`src/logic/tick_pkg.sv`:
```
// Shared constants and carrier types for the periodic tick down counter.
// Assumes a single clock domain, the core clock, at the rate given below.
package tick_pkg;

    localparam int unsigned ADDR_W  = 12;
    localparam int unsigned DATA_W  = 32;
    localparam int unsigned COUNT_W = 24;

    // Register offsets on the core's private peripheral register port.
    localparam logic [ADDR_W-1:0] CSR_OFFSET     = 12'h010;
    localparam logic [ADDR_W-1:0] RELOAD_OFFSET  = 12'h014;
    localparam logic [ADDR_W-1:0] CURRENT_OFFSET = 12'h018;
    localparam logic [ADDR_W-1:0] CALIB_OFFSET   = 12'h01C;

    // Field positions.
    localparam int unsigned ENABLE_BIT     = 0;
    localparam int unsigned IRQ_ENABLE_BIT = 1;
    localparam int unsigned CLK_SELECT_BIT = 2;
    localparam int unsigned FLAG_BIT       = 16;
    localparam int unsigned COUNT_MSB      = 23;
    localparam int unsigned SKEW_BIT       = 30;
    localparam int unsigned REFERENCE_ABSENT_FLAG_BIT      = 31;

    // Values after reset.
    localparam logic [DATA_W-1:0]  CSR_RESET     = 32'h0000_0000;
    localparam logic [COUNT_W-1:0] RELOAD_RESET  = 24'h00_0000;
    localparam logic [COUNT_W-1:0] CURRENT_RESET = 24'h00_0000;
    localparam logic [DATA_W-1:0]  CALIB_RESET   = 32'h0000_0004;

    // Mask of the calibration bits that read back; bits 29:24 read as zero.
    localparam logic [DATA_W-1:0]  CALIB_READ_MASK = 32'hC0FF_FFFF;

    // Clocking: core clock and the fixed half-rate reference clock.
    localparam int unsigned CPU_CLK_MHZ   = 125;
    localparam int unsigned REF_DIV_RATIO = 2;
    localparam int unsigned DIV_CNT_W     = 8;

    // Ten millisecond interval counted at the 50 MHz calibration target clock, not the 125 MHz core clock.
    localparam int unsigned CAL_TARGET_MHZ = 50;
    localparam int unsigned TEN_MS_US      = 10000;
    localparam logic [COUNT_W-1:0] TEN_MS_CAL_DEFAULT = COUNT_W'(CAL_TARGET_MHZ * TEN_MS_US - 1);

    typedef struct packed {
        logic              valid;
        logic              write;
        logic [ADDR_W-1:0] addr;
        logic [DATA_W-1:0] wdata;
    } bus_req_t;

    typedef struct packed {
        logic              valid;
        logic [DATA_W-1:0] rdata;
    } bus_rsp_t;

    typedef struct packed {
        logic                 enable;
        logic                 zero_reach_irq_enable;
        logic                 count_clock_select;
        logic                 reached_zero_flag;
        logic [COUNT_W-1:0]   reload;
        logic [COUNT_W-1:0]   current;
        logic [DATA_W-1:0]    calibration;
        logic                 rsp_valid;
        logic [DATA_W-1:0]    rdata;
        logic                 irq;
        logic                 zero_event;
    } counter_state_t;

    typedef struct packed {
        logic [DIV_CNT_W-1:0] count;
        logic                 tick;
    } divider_state_t;

endpackage

```
`src/logic/periodic_tick_down_counter.sv`:
```
// Periodic tick down counter with control/status, reload, current value and
// calibration registers on the core's register port.
// Assumes one core clock, an active-low asynchronous reset, and a calibration
// source that is already synchronous to the core clock.
`timescale 1ns/1ps

module periodic_tick_down_counter #(
    parameter int unsigned REF_RATIO = tick_pkg::REF_DIV_RATIO
) (
    input  wire logic                             clk,
    input  wire logic                             nrst,
    input  wire tick_pkg::bus_req_t               bus_req,
    output tick_pkg::bus_rsp_t                    bus_rsp,
    input  wire logic [tick_pkg::DATA_W-1:0]      calibration_source,
    output logic [tick_pkg::COUNT_W-1:0]          calibration_default,
    output logic                                  zero_reach_irq,
    output logic                                  zero_event,
    output logic [tick_pkg::COUNT_W-1:0]          count_value,
    output logic                                  counter_running
);

    tick_pkg::counter_state_t state_reg;
    tick_pkg::counter_state_t state_next;

    logic ref_tick;
    logic count_tick;
    logic reaches_zero;
    logic csr_read;
    logic csr_write;
    logic reload_write;
    logic current_write;

    // True when the request is a valid access of the given kind at the offset.
    function automatic logic access_hit(
        input tick_pkg::bus_req_t          req,
        input logic                        is_write,
        input logic [tick_pkg::ADDR_W-1:0] offset
    );
        access_hit = req.valid && (req.write == is_write) && (req.addr == offset);
    endfunction

    // Reference tick at half the core rate.
    tick_clock_divider #(
        .RATIO (REF_RATIO)
    ) u_tick_clock_divider (
        .clk      (clk),
        .nrst     (nrst),
        .ref_tick (ref_tick)
    );

    always_comb begin
        state_next            = state_reg;
        state_next.rsp_valid  = 1'b0;
        state_next.rdata      = '0;
        state_next.irq        = 1'b0;
        state_next.zero_event = 1'b0;
        reaches_zero          = 1'b0;

        csr_read      = access_hit(bus_req, 1'b0, tick_pkg::CSR_OFFSET);
        csr_write     = access_hit(bus_req, 1'b1, tick_pkg::CSR_OFFSET);
        reload_write  = access_hit(bus_req, 1'b1, tick_pkg::RELOAD_OFFSET);
        current_write = access_hit(bus_req, 1'b1, tick_pkg::CURRENT_OFFSET);

        // Core clock when selected, otherwise the divided reference tick.
        count_tick = state_reg.count_clock_select ? 1'b1 : ref_tick;

        // A zero count loads the reload value on the next tick, so the period
        // is reload plus one ticks and a reload of zero never fires.
        if (state_reg.enable && count_tick) begin
            if (state_reg.current == '0) begin
                state_next.current = state_reg.reload;
            end else begin
                state_next.current = state_reg.current - 1'b1;
                reaches_zero       = (state_reg.current == 24'h00_0001);
            end
        end

        // Control writes; the status flag bit is read-only.
        if (csr_write) begin
            state_next.enable                = bus_req.wdata[tick_pkg::ENABLE_BIT];
            state_next.zero_reach_irq_enable = bus_req.wdata[tick_pkg::IRQ_ENABLE_BIT];
            state_next.count_clock_select    = bus_req.wdata[tick_pkg::CLK_SELECT_BIT];
        end

        if (reload_write) begin
            state_next.reload = bus_req.wdata[tick_pkg::COUNT_MSB:0];
        end

        // A write overrides a decrement in the same cycle.
        if (current_write) begin
            state_next.current = tick_pkg::CURRENT_RESET;
        end

        // Reading status or writing the count clears the flag.
        if (csr_read || current_write) begin
            state_next.reached_zero_flag = 1'b0;
        end

        // A new reach of zero wins over a clear in the same cycle.
        if (reaches_zero) begin
            state_next.reached_zero_flag = 1'b1;
            state_next.zero_event        = 1'b1;
            state_next.irq               = state_reg.zero_reach_irq_enable;
        end

        // Calibration follows its source register once out of reset.
        state_next.calibration = calibration_source;

        // Read data answers one cycle after the request; unmapped reads give zero.
        if (bus_req.valid && !bus_req.write) begin
            state_next.rsp_valid = 1'b1;
            if (bus_req.addr == tick_pkg::CSR_OFFSET) begin
                state_next.rdata[tick_pkg::ENABLE_BIT]     = state_reg.enable;
                state_next.rdata[tick_pkg::IRQ_ENABLE_BIT] = state_reg.zero_reach_irq_enable;
                state_next.rdata[tick_pkg::CLK_SELECT_BIT] = state_reg.count_clock_select;
                state_next.rdata[tick_pkg::FLAG_BIT]       = state_reg.reached_zero_flag;
            end else if (bus_req.addr == tick_pkg::RELOAD_OFFSET) begin
                state_next.rdata[tick_pkg::COUNT_MSB:0] = state_reg.reload;
            end else if (bus_req.addr == tick_pkg::CURRENT_OFFSET) begin
                state_next.rdata[tick_pkg::COUNT_MSB:0] = state_reg.current;
            end else if (bus_req.addr == tick_pkg::CALIB_OFFSET) begin
                state_next.rdata = state_reg.calibration & tick_pkg::CALIB_READ_MASK;
            end else begin
                state_next.rdata = '0;
            end
        end
    end

    always_ff @(posedge clk or negedge nrst) begin
        if (!nrst) begin
            state_reg                       <= '0;
            state_reg.enable                <= tick_pkg::CSR_RESET[tick_pkg::ENABLE_BIT];
            state_reg.zero_reach_irq_enable <= tick_pkg::CSR_RESET[tick_pkg::IRQ_ENABLE_BIT];
            state_reg.count_clock_select    <= tick_pkg::CSR_RESET[tick_pkg::CLK_SELECT_BIT];
            state_reg.reached_zero_flag     <= tick_pkg::CSR_RESET[tick_pkg::FLAG_BIT];
            state_reg.reload                <= tick_pkg::RELOAD_RESET;
            state_reg.current               <= tick_pkg::CURRENT_RESET;
            state_reg.calibration           <= tick_pkg::CALIB_RESET;
        end else begin
            state_reg <= state_next;
        end
    end

    assign bus_rsp.valid       = state_reg.rsp_valid;
    assign bus_rsp.rdata       = state_reg.rdata;
    assign zero_reach_irq      = state_reg.irq;
    assign zero_event          = state_reg.zero_event;
    assign count_value         = state_reg.current;
    assign counter_running     = state_reg.enable;
    // Offered to the configuration block as its ten-millisecond default.
    assign calibration_default = tick_pkg::TEN_MS_CAL_DEFAULT;

endmodule

```
`src/logic/tick_clock_divider.sv`:
```
// Reference tick generator: one-cycle enable pulse once every RATIO core clocks.
// Assumes it shares the core clock and reset with the counter it feeds.
`timescale 1ns/1ps

module tick_clock_divider #(
    parameter int unsigned RATIO = tick_pkg::REF_DIV_RATIO
) (
    input  wire logic clk,
    input  wire logic nrst,
    output logic      ref_tick
);

    localparam logic [tick_pkg::DIV_CNT_W-1:0] LAST = tick_pkg::DIV_CNT_W'(RATIO - 1);

    tick_pkg::divider_state_t state_reg;
    tick_pkg::divider_state_t state_next;

    always_comb begin
        state_next = state_reg;
        if (state_reg.count == LAST) begin
            state_next.count = '0;
        end else begin
            state_next.count = state_reg.count + 1'b1;
        end
        state_next.tick = (state_reg.count == LAST);
    end

    always_ff @(posedge clk or negedge nrst) begin
        if (!nrst) begin
            state_reg <= '0;
        end else begin
            state_reg <= state_next;
        end
    end

    assign ref_tick = state_reg.tick;

endmodule

```
`config.mk`:
```
export PLATFORM = sky130hd
export DESIGN_NAME = periodic_tick_down_counter
export DESIGN_NICKNAME = d
export VERILOG_FILES = /design/src/logic/tick_pkg.sv /design/src/logic/periodic_tick_down_counter.sv /design/src/logic/tick_clock_divider.sv
export SDC_FILE = /design/constraint.sdc
export NUM_CORES = 1
export LEC_CHECK = 0
export BUFFER_PORTS_ARGS = -buffer_cell sky130_fd_sc_hd__buf_2
export CORE_MARGIN = 2
export CORE_UTILIZATION = 55
export DETAILED_ROUTE_END_ITERATION = 10
export PLACE_DENSITY = 0.83
export RECOVER_POWER = 50
export SLEW_MARGIN = 20
export SYNTH_ARGS = -nofsm -noshare
export SYNTH_HDL_FRONTEND = slang
export SYNTH_SLANG_ARGS = --single-unit
export TNS_END_PERCENT = 1
```
`constraint.sdc`:
```
create_clock -name clk -period 3.7 [get_ports clk]
set_clock_uncertainty 0.2 [all_clocks]
set_input_delay 0.555 -clock clk [delete_from_list [all_inputs] [get_ports clk]]
set_output_delay 0.555 -clock clk [all_outputs]
set_load 0.02 [all_outputs]
```
[Word level (Yosys, flattened, before mapping)]
Cells that the tools add are included.
Storage, ports and cells
  bits in registers: 128
  input bits: 80
  logic and storage cells: 55
Operators by class
  equality and inequality tests: 6
  reduce and logical (&&, ||, !) cells: 13
  bitwise gates (word level): 1
  add/sub/neg operators: 2
  muxes and demuxes: 20
Operators with widths (count)
  $mux W24: 5
  $eq A12 B5 Y1 const B: 4
  $mux W33: 1
  $mux W32: 1
  $eq A24 B1 Y1 const B: 1
  $logic_not A24 Y1: 1
  $mux W8: 3
  $sub A24 B1 Y24 const B: 1
  $mux W15: 1
  $mux W13: 1
  $add A8 B1 Y8 const B: 1
  $eq A8 B1 Y1 const B: 1
  $logic_and A1 B1 Y1: 8
  $mux W1: 6
  $reduce_bool A2 Y1: 2
  $mux W3: 1
  $mux W2: 1
  $logic_not A1 Y1: 1
  $logic_or A1 B1 Y1: 1
  $not A1 Y1: 1

[Longest topological paths before layout]
  depth in word-level cells: 6
  depth in mapped cells: 8

[Modules after synthesis]
From an unflattened synthesis, not the netlist that was laid out.
Unflattened totals
  cell total of the unflattened synthesis: 533
  area, all modules: 5858.1 um^2
By module, submodules not included
  periodic_tick_down_counter: area each 5466.5 um^2, instances 1, cells each 503, sequential area each 2678.8 um^2
  tick_clock_divider: area each 391.6 um^2, instances 1, cells each 30, sequential area each 225.2 um^2

[Worst setup path before layout]
No wires, ideal clock.
  path kind: input to register
  from: input port bus_req[33] in the netlist's numbering
  to: register state_reg[100] in the netlist's numbering
  library setup time: 125 ps
  stages: 5
  buffers on the path: 1
  arrival time: 2105 ps
  setup slack: 1270 ps
  cells stage by stage: nor4b_1 > nand4_1 > nor3_2 > buf_4 > mux2_2
On the way
  cells in the longest elaborated chain, start to end: 2
RTL lines
  from (decl): RTL line periodic_tick_down_counter.sv:12  | input wire tick_pkg::bus_req_t bus_req,
  $eq A12 B5 Y1: RTL line periodic_tick_down_counter.sv:39  | access_hit = req.valid && (req.write == is_write) && (req.addr == offset);
  $logic_and A1 B1 Y1: RTL line periodic_tick_down_counter.sv:39
  to (signal assigned): RTL line periodic_tick_down_counter.sv:140  | state_reg <= state_next;
  to (decl): RTL line periodic_tick_down_counter.sv:22  | tick_pkg::counter_state_t state_reg;
No other way between the ends.
A chain may end at the register's enable or synchronous reset.

==> impl_summary.log <==
[metrics] Slew Limit Fails: 72
[metrics] critical path, cell by cell: dlygate4sd3_1 -> buf_4 -> clkbuf_2
[metrics] EDFF count, synth: 0
[metrics] average vias per placed instance: 5.72
[metrics] Initial Util: 0.569
[metrics] end-of-flow core utilization: 0.671
[metrics] proportion of register bits with asynchronous set or reset after synthesis: 1.00
[metrics] clock slew seen by the registers of the worst setup and hold paths: 0.06 ns
[metrics] failing checks: max-capacitance violations, max-slew violations
[metrics] number of synthesis warnings: 0
[metrics] crit path time final: 2.87 ns
[metrics] critical path capture point type: async pin
[metrics] CTS max path bufs: 2
[metrics] endpoints failing setup: 0
[metrics] Setup Buffers After CTS: 0
[metrics] share of the yosys chip area belonging to registers: 0.490
[metrics] overall global routing resource usage: 0.253
[metrics] average wire per cell in the routed design: 17.9 um
[metrics] depth of the CTS H-tree: 4
[metrics] depth of the worst register-to-register path: 5
[metrics] Hold Path Stages: 3
[metrics] setup repair after global routing missed its margin: no
[metrics] delay of the slowest critical-path stage: 1.34 ns
[metrics] combined area of all synthesized cells: 5930 sq um
[metrics] achievable clock frequency: 348 MHz
[metrics] diode count: 0
[metrics] headroom to the max-slew limit: -0.159
[metrics] iteration count of the initial detailed-routing pass: 8
[metrics] Max rail drop VDD: 0.254 mV
[metrics] transition time of the tightest slew-check pin: 1.74 ns
[metrics] global route total overflow: 0
[metrics] cell chosen for the clock root: sky130_fd_sc_hd__clkbuf_8
[metrics] detailed-placement wirelength estimate: 8930 um
[metrics] tightest hold margin: 0.0660 ns
[metrics] CTS tree: yes
[metrics] initial drt markers: 331
[metrics] Final Cycle Share: 0.776
[metrics] classification of the worst setup path: in -> async
[metrics] Static Leakage: 3.34 nW
[metrics] maximum number of pins on one net before global-route repair: 72
[metrics] site row count: 37
[metrics] number of buffers inserted during clock tree synthesis: 17
[metrics] flip-flop count of the largest register after layout: 53
[metrics] areal power density over the cells: 453 nW/um^2
[metrics] worst-skew pair later-pin latency: 0.52 ns
[metrics] wire length of the first global-routing pass: 22,500 um
[metrics] total DRC errors in the routed layout: 0
[metrics] run status: complete, but fails checks
[metrics] classification of the worst-slack hold path: in -> reg
[metrics] input/output buffers: 119
[metrics] post-route design area: 6990 sq um
[metrics] Routability Congestion: 0.894
[metrics] cell area reported after detailed placement: 6110 sq um
[metrics] antenna violations before repair: 0
[metrics] area of the core: 10,400 sq um
[metrics] final total negative setup slack: 0 ns
[metrics] required time at the endpoint of the critical path: 3.80 ns
[metrics] Layout Nets: 720
[metrics] Max-Cap Viols: 1
[metrics] final hold violations: 0
[metrics] Post-Route WL: 14,100 um
[metrics] vertical die dimension: 108 um
[metrics] register bit total from synthesis: 116
[metrics] gate count after technology mapping: 545
[metrics] Filler Cells Inserted: 780
[metrics] sinks on the clock net: 116
[metrics] count of distinct cell types in the synthesized netlist: 62
[metrics] count of antenna-violating nets left after detailed routing: 0
[metrics] DIE WIDTH: 108 um
[metrics] maximum fanout along the worst path: 71
[metrics] total via count in the routed design: 4,482
[metrics] Area growth syn-to-layout: 18.0%
[metrics] Critical Path Source Type: primary input
[metrics] Most used DFF post-synth: sky130_fd_sc_hd__dfrtp_1
[metrics] fraction of layout instances using a drive strength above 1: 0.332
[metrics] Total Die Area: 11,600 sq um
[metrics] standard cell with the maximum stage delay on the critical path: sky130_fd_sc_hd__clkbuf_2
[metrics] number of global-route vias before repair: 4,531
[metrics] boundary pin count: 164
[metrics] post-synthesis average cell area: 10.9 sq um
[metrics] arrival time of data at the critical path endpoint: 2.97 ns
[per-layer routing]
| layer | GRT usage | vias up | routed length, um |
|---|---|---|---|
| met1 | 0.316 | 2178 | 5430 |
| met2 | 0.427 | 257 | 7240 |
| met5 | 0 | - | 0 |
| met3 | 0.0545 | 24 | 1170 |
| met4 | 0.101 | 0 | 227 |
| li1 | - | 2023 | - |
[worst paths after layout]
path / from / slack, ns / end
setup / recovery: nrst / 0.83 / state_reg[92]$_DFFE_PN0P_
setup reg to reg: count_value[15]$_DFFE_PN0P_ / 0.88 / count_value[17]$_DFFE_PN0P_
min in group asynchronous: nrst / 0.38 / state_reg[45]$_DFF_PN0_
hold reg to reg: state_reg[115]$_DFFE_PN0P_ / 0.30 / state_reg[115]$_DFFE_PN0P_
max in group clk: count_value[15]$_DFFE_PN0P_ / 0.88 / count_value[17]$_DFFE_PN0P_
hold / removal: bus_req[0] / 0.07 / state_reg[91]$_DFFE_PN0P_
[power by group]
| group | total, mW | internal (mW) | switching [mW] |
|---|---|---|---|
| combinational | 0.172 | 0.0704 | 0.102 |
| sequential | 1.29 | 1.29 | 0.00588 |
| clock | 1.70 | 1.13 | 0.572 |
[cells in the mapped netlist, types with 6 or more instances]
cell type                  instances  area share
sky130_fd_sc_hd__nor2_1           37       0.023
sky130_fd_sc_hd__a22oi_1          22       0.028
sky130_fd_sc_hd__o21a_1            6      0.0076
sky130_fd_sc_hd__clkbuf_1         15      0.0095
sky130_fd_sc_hd__dfrtp_1         115        0.49
sky130_fd_sc_hd__xnor2_1           6      0.0089
sky130_fd_sc_hd__buf_4            83        0.11
sky130_fd_sc_hd__o22ai_1          10       0.011
sky130_fd_sc_hd__inv_1            12      0.0076
sky130_fd_sc_hd__nor3_1           12       0.010
sky130_fd_sc_hd__nand3_1          14       0.012
sky130_fd_sc_hd__nand4_1           9      0.0095
sky130_fd_sc_hd__a32oi_1           6      0.0089
sky130_fd_sc_hd__nand2_1          27       0.017
sky130_fd_sc_hd__o21ai_0          14       0.012
sky130_fd_sc_hd__mux2_2           46       0.087
sky130_fd_sc_hd__a21oi_1          18       0.015
[metrics by stage]
stage / instances / power [mW] / worst slack (ns)
after floorplan: 573 / 1.41 / 1.27
after global placement: 725 / 1.46 / 0.700
after detailed placement: 725 / 1.47 / 0.628
after CTS: 784 / 3.20 / 0.966
after global routing: 784 / 3.27 / 0.360
final: 784 / 3.17 / 0.829
[logic make-up (layout without fill, tap and decap cells)]
group	Yosys count	in the layout	share of synthesized area
and+or+nand+nor	143	143	0.136
buffers and inverters	122	197	0.136
DFF	116	116	0.490
AOI/OAI and AO/OA	99	99	0.115
muxes	51	51	0.100
xor gates and xnor gates	7	7	0.0103
adders and majority gates	5	5	0.0106
other	2	30	0.00127
[worst max-delay path, delay by kind of cell]
kind	cells	cell delay [ns]
buf+inv	3	2.34
[cell type report]
| cell class | count | area, sq um | share of cell area |
|---|---|---|---|
| Clock buffer | 21 | 449 | 0.0642 |
| Clock inverter | 11 | 176 | 0.0252 |
| Inverter | 12 | 45.0 | 0.00644 |
| Multi-Input combinational cell | 335 | 2330 | 0.333 |
| Sequential cell | 116 | 2900 | 0.415 |
| Tap cell | 136 | 170 | 0.0243 |
| Timing Repair Buffer | 153 | 917 | 0.131 |
[timing repair]
item,4_1_cts,5_1_grt
hold buffers,27,0
endpoints found under the hold margin,71,0
resized for setup,0,0
[cells in the final DEF (no fill, tap or decap), drive strengths merged, types with 3 or more instances in the layout]
cell | netlist | layout
buf | 94 | 124
dfrtp | 115 | 115
mux2 | 46 | 46
nor2 | 37 | 37
conb | 2 | 30
nand2 | 27 | 27
dlygate4sd3 | 0 | 27
clkbuf | 16 | 23
a22oi | 22 | 22
a21oi | 18 | 18
nand3 | 14 | 14
o21ai | 14 | 14
nor3 | 13 | 13
inv | 12 | 12
o22ai | 10 | 10
nand4 | 10 | 10
nor4 | 8 | 8
xnor2 | 6 | 6
o21a | 6 | 6
a32oi | 6 | 6
and4 | 5 | 5
ha | 5 | 5
nor2b | 5 | 5
nand2b | 4 | 4
and2 | 4 | 4
o311a | 4 | 4
bufinv | 0 | 4
clkinvlp | 0 | 4
o311ai | 4 | 4
and3 | 3 | 3
mux2i | 3 | 3
clkinv | 0 | 3
nand4b | 3 | 3
Note: power is estimated with default switching activity, not from simulation.
